### src/rtl/flip_regs.vh
// register map, field layout and constant values of the irq priority block
`ifndef FLIP_REGS_VH
`define FLIP_REGS_VH

// ***********************************************************************
// register indices (8-bit map); the byte address is the index times four
// ***********************************************************************
`define FLIP_IDX_EN_MAIN    10'h0a8
`define FLIP_IDX_EN_EXT     10'h0b1
`define FLIP_IDX_PL_EXT     10'h0b2
`define FLIP_IDX_PH_EXT     10'h0b3
`define FLIP_IDX_PH_MAIN    10'h0b7
`define FLIP_IDX_PL_MAIN    10'h0b8
`define FLIP_IDX_STATUS     10'h0c0
`define FLIP_IDX_MASK       10'h0c1
`define FLIP_IDX_BITOP      10'h0c2
`define FLIP_IDX_STATE      10'h0c3

// byte addresses on the 12-bit bus
`define FLIP_ADDR(i)        {i, 2'b00}

// ***********************************************************************
// field layout
// ***********************************************************************
`define FLIP_BIT_GLOBAL     3'd7
`define FLIP_MASK_MAIN      8'hff
`define FLIP_MASK_LOW7      8'h7f
`define FLIP_MASK_EXT       8'h0d
`define FLIP_MASK_STATUS    8'h07
`define FLIP_RESET_BYTE     8'h00
`define FLIP_BITOP_IDX      7:0
`define FLIP_BITOP_POS      10:8
`define FLIP_BITOP_VAL      11

// status event bits
`define FLIP_EV_TAKEN       0
`define FLIP_EV_BAD_ACK     1
`define FLIP_EV_BAD_RET     2

// ***********************************************************************
// vectors in polling order
// ***********************************************************************
`define FLIP_VEC_PIN0       16'h0003
`define FLIP_VEC_TMR0       16'h000b
`define FLIP_VEC_PIN1       16'h0013
`define FLIP_VEC_TMR1       16'h001b
`define FLIP_VEC_PCA        16'h0033
`define FLIP_VEC_UART0      16'h0023
`define FLIP_VEC_TMR2       16'h002b
`define FLIP_VEC_KEYPAD     16'h003b
`define FLIP_VEC_SPI        16'h004b
`define FLIP_VEC_UART1      16'h0053

`endif

### src/rtl/flip_arbiter.v
// level-then-polling-order request selector
`timescale 1ns/100ps

module flip_arbiter #(
  parameter NSRC = 10,                      // number of sources
  parameter IW   = 4                        // width of a source index
) (
  // requests and their settings, index 0 polled first
  input  wire [NSRC-1:0]   req,
  input  wire [NSRC-1:0]   en,
  input  wire [2*NSRC-1:0] lvl_flat,
  // selection
  output reg               hit,
  output reg  [IW-1:0]     win_idx,
  output reg  [1:0]        win_lvl
);

  // ***********************************************************************
  // per source qualification
  // ***********************************************************************
  wire [NSRC-1:0] live;                     // enabled and requesting

  genvar g;
  generate
    for (g = 0; g < NSRC; g = g + 1) begin : g_live
      assign live[g] = req[g] & en[g];
    end
  endgenerate

  // ***********************************************************************
  // selection: walk from last to first so equal levels fall to the
  // earlier source in the polling order
  // ***********************************************************************
  integer i;
  always @* begin
    hit     = 1'b0;
    win_idx = {IW{1'b0}};
    win_lvl = 2'b00;
    for (i = NSRC - 1; i >= 0; i = i - 1) begin
      if (live[i] && (!hit || lvl_flat[2*i +: 2] >= win_lvl)) begin
        hit     = 1'b1;
        win_idx = i[IW-1:0];
        win_lvl = lvl_flat[2*i +: 2];
      end
    end
  end

endmodule // flip_arbiter

### src/rtl/flip_top.v
// four-level interrupt enable and priority controller with an apb slave
`timescale 1ns/100ps
`include "flip_regs.vh"

module flip_top #(
  parameter NSRC = 10                       // sources in polling order
) (
  // clock, reset, enable
  input  wire            clk,
  input  wire            rst_b,
  input  wire            ce,
  // apb slave
  input  wire            psel,
  input  wire            penable,
  input  wire            pwrite,
  input  wire [11:0]     paddr,
  input  wire [31:0]     pwdata,
  output wire [31:0]     prdata,
  output wire            pready,
  output wire            pslverr,
  // peripheral request flags, polling order
  input  wire [NSRC-1:0] src_req,
  // processor core
  input  wire            core_ack,
  input  wire            core_reti,
  output wire            core_irq,
  output wire [15:0]     core_vector,
  output wire [3:0]      core_src,
  output wire [1:0]      core_level,
  // status interrupt
  output wire            irq
);

  // ***********************************************************************
  // state
  // ***********************************************************************
  reg  [7:0]  en_main_reg;                  // global + main enables
  reg  [7:0]  en_ext_reg;                   // extended enables
  reg  [7:0]  pl_main_reg;                  // main low priority bits
  reg  [7:0]  ph_main_reg;                  // main high priority bits
  reg  [7:0]  pl_ext_reg;                   // extended low priority bits
  reg  [7:0]  ph_ext_reg;                   // extended high priority bits
  reg  [7:0]  status_reg;                   // sticky events
  reg  [7:0]  mask_reg;                     // event mask
  reg  [3:0]  insvc_reg;                    // one bit per level in service
  reg         pend_reg;                     // request shown to core
  reg  [15:0] vector_reg;                   // its vector
  reg  [3:0]  src_reg;                      // its source index
  reg  [1:0]  lvl_reg;                      // its level
  reg         irq_reg;                      // status interrupt line
  reg         pready_reg;                   // apb ready
  reg         pslverr_reg;                  // apb error
  reg  [31:0] prdata_reg;                   // apb read data

  // ***********************************************************************
  // apb decode
  // ***********************************************************************
  wire       access  = psel & penable;      // access phase
  wire       commit  = access & pready_reg; // edge where a write lands
  wire       wr      = commit & pwrite;
  wire [9:0] bo_idx  = {2'b00, pwdata[`FLIP_BITOP_IDX]};
  wire [7:0] bo_sel  = 8'h01 << pwdata[`FLIP_BITOP_POS];
  wire       bo_val  = pwdata[`FLIP_BITOP_VAL];

  // address hits
  wire a_en_main = (paddr == `FLIP_ADDR(`FLIP_IDX_EN_MAIN));
  wire a_en_ext  = (paddr == `FLIP_ADDR(`FLIP_IDX_EN_EXT));
  wire a_pl_ext  = (paddr == `FLIP_ADDR(`FLIP_IDX_PL_EXT));
  wire a_ph_ext  = (paddr == `FLIP_ADDR(`FLIP_IDX_PH_EXT));
  wire a_ph_main = (paddr == `FLIP_ADDR(`FLIP_IDX_PH_MAIN));
  wire a_pl_main = (paddr == `FLIP_ADDR(`FLIP_IDX_PL_MAIN));
  wire a_status  = (paddr == `FLIP_ADDR(`FLIP_IDX_STATUS));
  wire a_mask    = (paddr == `FLIP_ADDR(`FLIP_IDX_MASK));
  wire a_bitop   = (paddr == `FLIP_ADDR(`FLIP_IDX_BITOP));
  wire a_state   = (paddr == `FLIP_ADDR(`FLIP_IDX_STATE));
  wire a_any     = a_en_main | a_en_ext | a_pl_ext | a_ph_ext | a_ph_main |
                   a_pl_main | a_status | a_mask | a_bitop | a_state;

  // bit operation targets; high priority registers are byte-only
  wire bo_main   = (bo_idx == `FLIP_IDX_EN_MAIN);
  wire bo_ext    = (bo_idx == `FLIP_IDX_EN_EXT);
  wire bo_plm    = (bo_idx == `FLIP_IDX_PL_MAIN);
  wire bo_ple    = (bo_idx == `FLIP_IDX_PL_EXT);
  wire bo_ok     = bo_main | bo_ext | bo_plm | bo_ple;

  // error: unmapped, read-only target, or bit access where not allowed
  wire bad = !a_any || (pwrite && a_state) ||
             (pwrite && a_bitop && !bo_ok);

  // single bit update of one register byte
  function [7:0] bit_upd;
    input [7:0] old;
    input [7:0] sel;
    input       val;
    begin
      bit_upd = val ? (old | sel) : (old & ~sel);
    end
  endfunction

  // ***********************************************************************
  // next register values; reserved bits are masked off and read as zero
  // ***********************************************************************
  reg [7:0] en_main_next;
  reg [7:0] en_ext_next;
  reg [7:0] pl_main_next;
  reg [7:0] ph_main_next;
  reg [7:0] pl_ext_next;
  reg [7:0] ph_ext_next;
  reg [7:0] mask_next;

  always @* begin
    en_main_next = en_main_reg;
    en_ext_next  = en_ext_reg;
    pl_main_next = pl_main_reg;
    ph_main_next = ph_main_reg;
    pl_ext_next  = pl_ext_reg;
    ph_ext_next  = ph_ext_reg;
    mask_next    = mask_reg;
    if (wr) begin
      // whole byte writes
      if (a_en_main)
        en_main_next = pwdata[7:0] & `FLIP_MASK_MAIN;
      if (a_en_ext)
        en_ext_next  = pwdata[7:0] & `FLIP_MASK_EXT;
      if (a_pl_main)
        pl_main_next = pwdata[7:0] & `FLIP_MASK_LOW7;
      if (a_ph_main)
        ph_main_next = pwdata[7:0] & `FLIP_MASK_LOW7;
      if (a_pl_ext)
        pl_ext_next  = pwdata[7:0] & `FLIP_MASK_EXT;
      if (a_ph_ext)
        ph_ext_next  = pwdata[7:0] & `FLIP_MASK_EXT;
      if (a_mask)
        mask_next    = pwdata[7:0] & `FLIP_MASK_STATUS;
      // single bit writes, only on bit addressable registers
      if (a_bitop && bo_main)
        en_main_next = bit_upd(en_main_reg, bo_sel, bo_val) & `FLIP_MASK_MAIN;
      if (a_bitop && bo_ext)
        en_ext_next  = bit_upd(en_ext_reg, bo_sel, bo_val) & `FLIP_MASK_EXT;
      if (a_bitop && bo_plm)
        pl_main_next = bit_upd(pl_main_reg, bo_sel, bo_val) & `FLIP_MASK_LOW7;
      if (a_bitop && bo_ple)
        pl_ext_next  = bit_upd(pl_ext_reg, bo_sel, bo_val) & `FLIP_MASK_EXT;
    end
  end

  // ***********************************************************************
  // source settings gathered into polling order
  // order: pin0, tmr0, pin1, tmr1, pca, uart0, tmr2, keypad, spi, uart1
  // ***********************************************************************
  wire global_irq_on = en_main_reg[`FLIP_BIT_GLOBAL];

  wire [9:0] src_on = {en_ext_reg[3], en_ext_reg[2], en_ext_reg[0],
                       en_main_reg[5], en_main_reg[4], en_main_reg[6],
                       en_main_reg[3], en_main_reg[2], en_main_reg[1],
                       en_main_reg[0]};
  wire [9:0] prio_lo = {pl_ext_reg[3], pl_ext_reg[2], pl_ext_reg[0],
                        pl_main_reg[5], pl_main_reg[4], pl_main_reg[6],
                        pl_main_reg[3], pl_main_reg[2], pl_main_reg[1],
                        pl_main_reg[0]};
  wire [9:0] prio_hi = {ph_ext_reg[3], ph_ext_reg[2], ph_ext_reg[0],
                        ph_main_reg[5], ph_main_reg[4], ph_main_reg[6],
                        ph_main_reg[3], ph_main_reg[2], ph_main_reg[1],
                        ph_main_reg[0]};

  // two-bit level per source, high bit on top
  wire [2*NSRC-1:0] lvl_flat;
  genvar g;
  generate
    for (g = 0; g < NSRC; g = g + 1) begin : g_lvl
      assign lvl_flat[2*g +: 2] = {prio_hi[g], prio_lo[g]};
    end
  endgenerate

  // global enable gates every source regardless of its own bit
  wire [NSRC-1:0] src_gate = src_on[NSRC-1:0] & {NSRC{global_irq_on}};

  // ***********************************************************************
  // selection
  // ***********************************************************************
  wire       hit;                           // some enabled request
  wire [3:0] win_idx;                       // winner in polling order
  wire [1:0] win_lvl;                       // winner level

  flip_arbiter #(
    .NSRC (NSRC),
    .IW   (4)
  ) u_arb (
    .req      (src_req),
    .en       (src_gate),
    .lvl_flat (lvl_flat),
    .hit      (hit),
    .win_idx  (win_idx),
    .win_lvl  (win_lvl)
  );

  // running level: highest level with a routine in service
  reg [1:0] run_lvl;
  always @* begin
    casez (insvc_reg)
      4'b1???: run_lvl = 2'd3;
      4'b01??: run_lvl = 2'd2;
      4'b001?: run_lvl = 2'd1;
      default: run_lvl = 2'd0;
    endcase
  end
  wire busy = |insvc_reg;

  // preempt only upward; nothing ranks above level 3
  wire admit = hit && (!busy || win_lvl > run_lvl);

  // vector lookup
  reg [15:0] win_vec;
  always @* begin
    case (win_idx)
      4'd0:    win_vec = `FLIP_VEC_PIN0;
      4'd1:    win_vec = `FLIP_VEC_TMR0;
      4'd2:    win_vec = `FLIP_VEC_PIN1;
      4'd3:    win_vec = `FLIP_VEC_TMR1;
      4'd4:    win_vec = `FLIP_VEC_PCA;
      4'd5:    win_vec = `FLIP_VEC_UART0;
      4'd6:    win_vec = `FLIP_VEC_TMR2;
      4'd7:    win_vec = `FLIP_VEC_KEYPAD;
      4'd8:    win_vec = `FLIP_VEC_SPI;
      default: win_vec = `FLIP_VEC_UART1;
    endcase
  end

  // ***********************************************************************
  // in-service tracking and status events
  // ***********************************************************************
  wire take     = core_ack & pend_reg;
  wire bad_ack  = core_ack & ~pend_reg;
  wire bad_ret  = core_reti & ~busy;

  // the return releases the latest, i.e. highest, level first
  reg [3:0] insvc_next;
  always @* begin
    insvc_next = insvc_reg;
    if (core_reti)
      insvc_next[run_lvl] = 1'b0;
    if (take)
      insvc_next[lvl_reg] = 1'b1;
  end

  // events set status; a same-cycle set beats the write-one clear
  wire [7:0] ev = {5'b00000, bad_ret, bad_ack, take};
  wire [7:0] w1c = (wr && a_status) ? pwdata[7:0] : 8'h00;
  wire [7:0] status_next = ((status_reg & ~w1c) | ev) & `FLIP_MASK_STATUS;

  // ***********************************************************************
  // read mux
  // ***********************************************************************
  reg [7:0] rd_byte;
  always @* begin
    rd_byte = 8'h00;
    if (a_en_main) rd_byte = en_main_reg;
    if (a_en_ext)  rd_byte = en_ext_reg;
    if (a_pl_main) rd_byte = pl_main_reg;
    if (a_ph_main) rd_byte = ph_main_reg;
    if (a_pl_ext)  rd_byte = pl_ext_reg;
    if (a_ph_ext)  rd_byte = ph_ext_reg;
    if (a_status)  rd_byte = status_reg;
    if (a_mask)    rd_byte = mask_reg;
    if (a_state)   rd_byte = {pend_reg, 1'b0, run_lvl, insvc_reg};
  end

  // ***********************************************************************
  // registers; ce low freezes everything
  // ***********************************************************************
  always @(posedge clk or negedge rst_b) begin
    if (!rst_b) begin
      en_main_reg <= `FLIP_RESET_BYTE;
      en_ext_reg  <= `FLIP_RESET_BYTE;
      pl_main_reg <= `FLIP_RESET_BYTE;
      ph_main_reg <= `FLIP_RESET_BYTE;
      pl_ext_reg  <= `FLIP_RESET_BYTE;
      ph_ext_reg  <= `FLIP_RESET_BYTE;
      status_reg  <= `FLIP_RESET_BYTE;
      mask_reg    <= `FLIP_RESET_BYTE;
      insvc_reg   <= 4'h0;
      pend_reg    <= 1'b0;
      vector_reg  <= 16'h0000;
      src_reg     <= 4'h0;
      lvl_reg     <= 2'b00;
      irq_reg     <= 1'b0;
      pready_reg  <= 1'b0;
      pslverr_reg <= 1'b0;
      prdata_reg  <= 32'h0000_0000;
    end else if (ce) begin
      en_main_reg <= en_main_next;
      en_ext_reg  <= en_ext_next;
      pl_main_reg <= pl_main_next;
      ph_main_reg <= ph_main_next;
      pl_ext_reg  <= pl_ext_next;
      ph_ext_reg  <= ph_ext_next;
      mask_reg    <= mask_next;
      status_reg  <= status_next;
      insvc_reg   <= insvc_next;
      // level interrupt follows the updated status and mask together
      irq_reg     <= |(status_next & mask_next);
      // a taken request is withdrawn until in-service has caught up
      pend_reg    <= admit & ~core_ack;
      vector_reg  <= win_vec;
      src_reg     <= win_idx;
      lvl_reg     <= win_lvl;
      // one wait state: ready rises at the edge that ends the first access cycle
      pready_reg  <= access & ~pready_reg;
      if (access && !pready_reg) begin
        pslverr_reg <= bad;
        prdata_reg  <= (pwrite || bad) ? 32'h0000_0000 : {24'h000000, rd_byte};
      end else begin
        pslverr_reg <= 1'b0;
      end
    end
  end

  // ***********************************************************************
  // outputs
  // ***********************************************************************
  assign prdata      = prdata_reg;
  assign pready      = pready_reg;
  assign pslverr     = pslverr_reg;
  assign core_irq    = pend_reg;
  assign core_vector = vector_reg;
  assign core_src    = src_reg;
  assign core_level  = lvl_reg;
  assign irq         = irq_reg;

endmodule // flip_top

### config.mk
export PLATFORM = sky130hd
export DESIGN_NAME = flip_top
export DESIGN_NICKNAME = d
export VERILOG_FILES = /design/src/rtl/flip_arbiter.v /design/src/rtl/flip_top.v
export VERILOG_INCLUDE_DIRS = /design/src /design/src/rtl
export SDC_FILE = /design/constraint.sdc
export NUM_CORES = 1
export LEC_CHECK = 0
export ABC_CLOCK_PERIOD_IN_PS = 11600
export BUFFER_PORTS_ARGS = -buffer_cell sky130_fd_sc_hd__buf_4
export CAP_MARGIN = 20
export CORE_AREA = 2 2 131 133
export CTS_BUF_LIST = sky130_fd_sc_hd__clkbuf_16
export DETAILED_ROUTE_END_ITERATION = 6
export DIE_AREA = 0 0 133 135
export PLACE_DENSITY_LB_ADDON = 0.15
export SYNTH_ARGS = -nofsm -noshare
export SYNTH_HDL_FRONTEND = slang
export SYNTH_SLANG_ARGS = --single-unit
### constraint.sdc
create_clock -name clk -period 11.6 [get_ports clk]
set_input_delay 1.74 -clock clk [delete_from_list [all_inputs] [get_ports clk]]
set_output_delay 1.74 -clock clk [all_outputs]
set_load 0.05 [all_outputs]
==> results.yml, run 1 <==
power:
  swShare_pct: 28.9
  p_clk_share_pct: 48.8
  fin_total_pwr_uw: 567
  ir_drop_v: 0.0000853
  p_int_uw: 403
  power_density_nw_per_um2: 83.8
  power_switching_uw: 164
  p_leak_uw: 0.00303
  power.share.sequential_pct: 39.1
  p_comb_share_pct: 12.2
clock_tree:
  clkTransAtPathRegs_ns: 0.06
  insertion_delay_ns: 0.35
  cts_num_sinks: 63
  tritoncts: "done"
  cts_made_buffers: 9
  cts_hold_buf: 0
  h-tree-depth: 3
  cts_buffer_depth: 2
  cts_root_buf: "clkbuf_16"
floorplanning:
  die-area_um2: 18000
  fp-row-count: 47
  die_h_um: 135
  ios: 120
  start_util_pct: 29.6
  core_area_um2: 16400
  die_w_um: 133
setup_path:
  crit_top_cell: "ha_4"
  critPathBufInv: 6
  crit_fanout: 5
  startpoint_type: "input port"
  critPathMaxStageDelay_ns: 0.40
  crit_family: "compound AO/OA/AOI/OAI gates"
  critPathArrivalTime_ns: 12.32
  worst-setup-path-type: "in -> reg"
  end_kind: "register"
  cpMaxStageDelayCell: "a222oi_1"
  required_ns: 11.84
synth:
  ys_types: 64
  ys.warnings.count: 0
  synth_seq_cells: 63
  syn_inst: 605
  synth_top_area_share_pct: 32.5
  yosysTopAreaCell: "dfrtp_1"
  async_flop_share_pct: 100
  ys_seq_area_share_pct: 32.5
  netlist_area_um2: 4850
  avgSynthCellArea_um2: 8.01
  synth_edf_count: 0
  ys.flop_type: "dfrtp_1"
  yosys-top-cells-area: "dfrtp_1, a21oi_1, buf_4"
cells_and_area:
  layout_common_cells: "buf_4, nand2_1, dfrtp_1"
  finish.utilization_pct: 41.2
  diodes: 0
  area_growth_pct: 39.5
  nNetsFinal: 813
  drive_gt1_share_pct: 35.0
  layout_commonest_cell: "buf_4"
timing:
  max_freq_ghz: 0.0828
  setup-violations-final: 8
  fin_crit_sh_pct: 104
  maxSlewViolCount: 0
  worst_pin_slew_ns: 1.08
  max_slew_margin_pct: 27.5
  hold-worst-slack_ns: 0.493
  hold_viol: 0
  clock-skew-final_ns: 0.00790
  worst_slack_ns: -0.483
  fin_crit_ns: 12.08
  rsz0062_at_grt: "true"
detailed_routing:
  wire_per_inst_um: 18.0
  ant_nets: 0
  drtIter0Drc: 317
  num_vias: 5036
  via_per_inst: 5.26
  wirelength_mm: 17.3
  drc: 0
  first_pass_iters: 7
placement:
  pre_cts_slack_ns: -1.21
  place.gp.congestion: 0.865
  dpl.hpwl_mm: 12.4
  place.port_buffers: 65
grt:
  overflow: 0
  grt_pass1_vias: 4872
  track_usage_pct: 19.2
  grt_max_degree: 64
  antenna_found_initial: 0
  grt_pass1_wl_mm: 26.8
run_status:
  violations: "negative setup slack"
  outcome: "finished, violations left"
job:
  max-cap-violations: 0
hold_path:
  hp-class: "reg -> reg"
## power groups by stage
stage / registers (uW) / logic, uW / clock network (uW)
floorplan: 228 / 47.1 / 0
global placement: 225 / 67.9 / 0
detailed placement: 225 / 68.2 / 0
CTS: 221 / 68.9 / 283
global route: 221 / 73.6 / 292
finish: 221 / 69.0 / 276
## kinds of logic (layout without fill, tap and decap cells)
kind of cell               count (synthesis)  in the layout  synth area share, %
muxes                                     24             24                 5.39
other                                      1             34               0.0773
buffers and inverters                     94            194                 10.2
and+or+nand+nor                          214            214                 22.5
DFF                                       63             63                 32.5
AOI/OAI and AO/OA                        191            191                 24.6
adders and majority gates                 18             18                 4.65
## metrics by stage
stage / setup TNS [ns] / std cells / instance area, um2
3_3_place_gp: -6.72 / 898 / 5810
3_5_place_dp: -8.33 / 898 / 5810
4_1_cts: -1.25 / 950 / 6500
5_1_grt: -6.29 / 958 / 6760
2_1_floorplan: -0.889 / 638 / 5140
6_report: -1.54 / 958 / 6760
## cell type report
| cell class | count | area (um2) |
|---|---|---|
| fill | 1645 | 9640 |
| clock inverter | 7 | 73.8 |
| tap | 220 | 275 |
| clock buffer | 9 | 225 |
| inverter | 30 | 113 |
| timing repair buffer | 148 | 1130 |
| multi-input combinational | 481 | 3370 |
| sequential | 63 | 1580 |
## per-layer routing
layer,share of wire (%),global-route usage [%],vias up
met1,44,24.9,2470
met5,0,0,-
met2,49,32.4,152
met4,1.4,4.90,0
li1,-,-,2394
met3,5.2,4.32,20
## worst paths after layout
check	from	end	slack (ns)	cells after the start
worst min-delay path	prdata[0]$_DFFE_PN0P_	prdata[0]$_DFFE_PN0P_	0.49	1
min in group asynchronous	rst_b	async pin	1.49	1
worst max-delay path	src_req[9]	core_vector[3]$_DFFE_PN0P_	-0.48	65
worst max register to register	register	core_vector[3]$_DFFE_PN0P_	0.38	64
worst min register to register	prdata[0]$_DFFE_PN0P_	prdata[0]$_DFFE_PN0P_	0.49	1
max in group asynchronous	rst_b	core_vector[0]$_DFFE_PN0P_	9.52	1
## cell usage after synthesis (4+ instances only)
| cell | number |
|---|---|
| nor3_1 | 8 |
| nor3b_1 | 4 |
| nand3_1 | 24 |
| dfrtp_1 | 63 |
| o21ai_0 | 47 |
| nor4_1 | 4 |
| nor2b_1 | 6 |
| o31ai_1 | 4 |
| nand2_1 | 66 |
| o21a_1 | 5 |
| inv_1 | 30 |
| o22ai_1 | 5 |
| mux2_2 | 13 |
| a22oi_1 | 5 |
| a211oi_1 | 11 |
| or2_2 | 6 |
| buf_4 | 36 |
| nor2_1 | 39 |
| ha_1 | 18 |
| mux2i_1 | 10 |
| a31oi_1 | 5 |
| and3_1 | 14 |
| a21o_1 | 5 |
| a31o_2 | 5 |
| a21oi_1 | 65 |
| nand4_1 | 12 |
| nand2b_1 | 10 |
| clkbuf_1 | 25 |
| nand3b_1 | 4 |
## worst reg2reg max path, delay by kind of cell, from the launching register on
kind | cells | cell delay [ns]
buffers and inverters | 5 | 0.63
AOI/OAI and AO/OA | 28 | 4.56
and+or+nand+nor | 20 | 2.77
muxes | 1 | 0.32
adders and majority gates | 10 | 2.29
DFF | 1 | 0.56
## timing repair
item | in CTS | in global routing
resized for setup | 26 | 36
hold endpoints to repair | 0 | 0
setup buffers | 37 | 11
endpoints found under the setup margin | 10 | 10
cloned | 0 | 0
pin swaps | 44 | 35
Power figures use the tool's default switching activity.
==> inputs of run 2 (changes only) <==
- CELL_PAD_IN_SITES_DETAIL_PLACEMENT: unset -> 1
- CELL_PAD_IN_SITES_GLOBAL_PLACEMENT: unset -> 1
==> results.yml, run 2 (same netlist as run 1, synthesis figures left out) <==
setup_path:
  crit_family: "compound AO/OA/AOI/OAI gates"
  critPathArrivalTime_ns: 12.44
  crit_cells: 61
  crit_fanout: 5
  critPathMaxStageDelay_ns: 0.41
  required_ns: 11.82
  worst-setup-path-type: "in -> reg"
  crit_top_cell: "ha_4"
  end_kind: "register"
  startpoint_type: "input port"
  reg2reg_depth: 60
  critPathBufInv: 4
  cpMaxStageDelayCell: "a222oi_1"
cells_and_area:
  diodes: 0
  layout_commonest_cell: "buf_4"
  nNetsFinal: 798
  design_area_um2: 6700
  finish.utilization_pct: 40.9
  drive_gt1_share_pct: 33.7
  area_growth_pct: 38.2
  instances_no_fill: 943
  layout_common_cells: "buf_4, nand2_1, dfrtp_1"
job:
  max-cap-violations: 0
power:
  power_density_nw_per_um2: 90.8
  ir_drop_v: 0.0000744
  p_leak_uw: 0.00300
detailed_routing:
  via_per_inst: 5.30
  met3_length_um: 780
  ant_nets: 0
  first_pass_iters: 5
  num_vias: 4998
  drtIter0Drc: 206
  drc: 0
  routed.top_layer: "met4"
  wl_met2_mm: 9.18
  wl_met1_mm: 8.22
  wire_per_inst_um: 19.6
  wirelength_mm: 18.5
placement:
  pre_cts_slack_ns: -1.48
  placedCellCount: 899
  postPlaceCellArea_um2: 5820
  dpl.hpwl_mm: 13.6
  place.port_buffers: 65
  place.gp.congestion: 0.847
run_status:
  outcome: "finished, violations left"
  violations: "negative setup slack"
hold_path:
  hp-class: "reg -> reg"
  hold_depth: 2
timing:
  max_freq_ghz: 0.0819
  fin_crit_ns: 12.21
  fin_crit_sh_pct: 105
  worst_slack_ns: -0.614
  tns_ns: -3.38
  max_slew_margin_pct: 37.1
  clock-skew-final_ns: 0.00827
  hold_viol: 0
  setup-violations-final: 10
  worst_pin_slew_ns: 0.940
  maxSlewViolCount: 0
  rsz0062_at_grt: "true"
clock_tree:
  clkTransAtPathRegs_ns: 0.05
  cts_root_buf: "clkbuf_16"
  cts_num_sinks: 63
  tritoncts: "done"
  cts_buffer_depth: 2
  cts_made_buffers: 9
  h-tree-depth: 3
  insertion_delay_ns: 0.34
  cts_hold_buf: 0
grt:
  track_usage_pct: 20.5
  grt_max_degree: 64
  overflow: 0
  grt_pass1_wl_mm: 28.5
  antenna_found_initial: 0
  grt_pass1_vias: 5060
floorplanning:
  start_util_pct: 29.6
  die-area_um2: 18000
  core_area_um2: 16400
  fp-row-count: 47
  die_h_um: 135
  ios: 120
  die_w_um: 133
-- run 2: cell count changes in the layout (fill, tap and decap cells not counted), sizes merged --
cell	before	now
buf	148	133
clkinv	5	1
bufinv	1	3
clkinvlp	1	2
inv	30	31
-- run 2: timing repair --
| action | 4_1_cts | 5_1_grt |
|---|---|---|
| resized for setup | 29 | 36 |
| pin swaps | 36 | 41 |
| gates cloned | 0 | 0 |
| setup endpoints to repair | 10 | 10 |
| buffers inserted | 16 | 13 |
-- run 2: worst reg2reg max path, delay by kind of cell (launching register included) --
kind                     cells  cell delay [ns]
buffers and inverters        3             0.43
AND/OR/NAND/NOR             15             2.13
AO/OA/AOI/OAI               31             5.46
adder cells (fa/ha/maj)     10             2.37
multiplexers                 1             0.32
flip-flops                   1             0.55
-- run 2: final cells by class --
class / instances / area, um2
clock buffer: 9 / 225
clock inverter: 7 / 113
fill: 1966 / 9700
inverter: 30 / 113
multi-input combinational: 481 / 3380
sequential: 63 / 1580
tap: 220 / 275
timing repair buffer: 133 / 1020
-- run 2: final timing paths --
check	startpoint	end	slack, ns
max in group asynchronous	rst_b	async pin	9.50
min reg2reg	prdata[3]$_DFFE_PN0P_	prdata[3]$_DFFE_PN0P_	0.48
max	src_req[9]	core_vector[3]$_DFFE_PN0P_	-0.61
min in group asynchronous	rst_b	core_src[0]$_DFFE_PN0P_	1.48
min	prdata[3]$_DFFE_PN0P_	prdata[3]$_DFFE_PN0P_	0.48
max reg2reg	register	core_vector[3]$_DFFE_PN0P_	0.25
-- run 2: report_power, final --
part	total [uW]	internal [uW]	leakage (uW)	switching (uW)
logic	70.2	16.2	0.00199	54.0
registers	221	221	0.000851	0.569
clock network	317	208	0.000160	109
-- run 2: routing by layer --
metal | vias up | global-route usage, %
li1 | 2358 | -
met1 | 2495 | 26.6
met2 | 122 | 35.4
met3 | 23 | 3.57
met4 | 0 | 5.14
met5 | - | 0
-- run 2: per-stage QoR --
stage          total power (uW)  hold WS (ns)
3_5_place_dp                294         0.475
6_report                    609         0.482
5_1_grt                     629         0.508
2_1_floorplan               275         0.463
3_3_place_gp                293         0.468
4_1_cts                     615         0.488
==> inputs of run 3 (changes only) <==
- CORE_AREA: 2 2 131 133 -> 2 2 120 145
- DIE_AREA: 0 0 133 135 -> 0 0 122 147
==> results.yml, run 3 (same netlist as run 1, synthesis figures left out) <==
run_status:
  outcome: "finished, violations left"
  violations: "negative setup slack"
timing:
  maxSlewViolCount: 0
  fin_crit_ns: 12.25
  clock-skew-final_ns: 0.00366
  max_freq_ghz: 0.0816
  rsz0062_at_grt: "true"
  worst_slack_ns: -0.648
  fin_crit_sh_pct: 106
  tns_ns: -3.74
  setup-violations-final: 10
  hold-worst-slack_ns: 0.483
  worst_pin_slew_ns: 0.885
  max_slew_margin_pct: 41.0
  hold_viol: 0
floorplanning:
  ios: 120
  start_util_pct: 29.2
  fp-row-count: 52
  die-area_um2: 17900
  die_h_um: 147
  die_w_um: 122
  core_area_um2: 16600
cells_and_area:
  multi_input_area_um2: 3340
  drive_gt1_share_pct: 32.5
  seq_area_um2: 1580
  diodes: 0
  layout_commonest_cell: "buf_4"
  layout_common_cells: "buf_4, nand2_1, dfrtp_1"
  area_growth_pct: 35.6
  n_fill_cell: 1965
  finish.utilization_pct: 39.6
  nNetsFinal: 795
detailed_routing:
  first_pass_iters: 6
  via_per_inst: 5.31
  wirelength_mm: 18.2
  drtIter0Drc: 228
  wire_per_inst_um: 19.4
  drc: 0
  ant_nets: 0
  num_vias: 4961
hold_path:
  hold_depth: 2
  hp-class: "reg -> reg"
power:
  power_switching_uw: 156
  power_density_nw_per_um2: 84.4
  p_int_uw: 399
  power.share.sequential_pct: 39.9
  p_leak_uw: 0.00297
  ir_drop_v: 0.0000511
  swShare_pct: 28.1
  p_comb_share_pct: 12.5
  p_clk_share_pct: 47.6
clock_tree:
  cts_root_buf: "clkbuf_16"
  h-tree-depth: 3
  cts_made_buffers: 9
  tritoncts: "done"
  clkTransAtPathRegs_ns: 0.05
  cts_num_sinks: 63
  cts_hold_buf: 0
  insertion_delay_ns: 0.34
  cts_buffer_depth: 2
setup_path:
  crit_cells: 63
  end_kind: "register"
  worst-setup-path-type: "in -> reg"
  crit_family: "compound AO/OA/AOI/OAI gates"
  critPathArrivalTime_ns: 12.48
  cpMaxStageDelayCell: "a222oi_1"
  startpoint_type: "input port"
  crit_fanout: 6
  critPathMaxStageDelay_ns: 0.44
  required_ns: 11.83
  reg2reg_depth: 60
  critPathBufInv: 7
placement:
  pre_cts_slack_ns: -1.56
  place.gp.congestion: 0.827
  place.port_buffers: 65
  dpl.hpwl_mm: 13.7
grt:
  grt_pass1_wl_mm: 28.5
  track_usage_pct: 20.8
  antenna_found_initial: 0
  overflow: 0
  grt_pass1_vias: 5065
  grt_max_degree: 64
job:
  max-cap-violations: 0
-- run 3: cell types whose count changed in the layout (fill, tap and decap cells not counted), sizes merged --
| cell | change |
|---|---|
| clkinv | +4 |
| inv | -1 |
| buf | -3 |
| bufinv | -2 |
| clkinvlp | -2 |
-- run 3: path summary, 6_finish.rpt --
check | startpoint | end | slack (ns)
min reg2reg | prdata[3]$_DFFE_PN0P_ | prdata[3]$_DFFE_PN0P_ | 0.48
min | prdata[3]$_DFFE_PN0P_ | prdata[3]$_DFFE_PN0P_ | 0.48
min in group asynchronous | rst_b | core_vector[5]$_DFFE_PN0P_ | 1.50
max reg2reg | register | core_vector[4]$_DFFE_PN0P_ | 0.26
max in group asynchronous | rst_b | async pin | 9.50
max | src_req[9] | core_vector[4]$_DFFE_PN0P_ | -0.65
-- run 3: stage by stage --
stage                     area, um2  instances  power [uW]
after floorplan                5140        638         275
after detailed placement       5820        895         294
after global placement         5820        895         293
after CTS                      6390        929         560
final                          6580        935         555
after global routing           6580        935         576
-- run 3: cell type report --
type / count / share of cell area [%]
multi-input combinational: 481 / 50.9
sequential: 63 / 24.0
timing repair buffer: 130 / 15.1
tap: 216 / 4.11
clock buffer: 9 / 3.42
inverter: 30 / 1.71
clock inverter: 6 / 0.799
-- run 3: power groups by stage --
stage | sequential, uW | clock (uW) | combinational [uW]
after floorplan | 228 | 0 | 47.1
after global placement | 225 | 0 | 67.7
after detailed placement | 225 | 0 | 68.4
after CTS | 221 | 270 | 69.2
after global routing | 221 | 281 | 74.1
final | 221 | 264 | 69.3
-- run 3: worst register-to-register path, delay by kind of cell (launching register included) --
| kind | cells | cell delay, ns |
|---|---|---|
| AO/OA/AOI/OAI | 27 | 4.94 |
| adder cells (fa/ha/maj) | 10 | 2.72 |
| AND/OR/NAND/NOR | 17 | 2.11 |
| buffers and inverters | 5 | 0.60 |
| flip-flops | 1 | 0.53 |
| multiplexers | 1 | 0.33 |
-- run 3: per-layer routing --
layer	track usage (%)	share of wire (%)	vias to the layer above	wire length, um
li1	-	-	2355	-
met3	2.76	3.6	18	648
met1	26.4	42	2486	7730
met4	5.57	1.4	0	263
met2	36.6	52	102	9550
met5	0	0	-	0
-- run 3: timing repair --
item	in CTS	in global routing
setup buffers	21	5
setup endpoints to repair	10	10
pin swaps	41	16
hold endpoints to repair	0	0
gates resized for setup	36	23
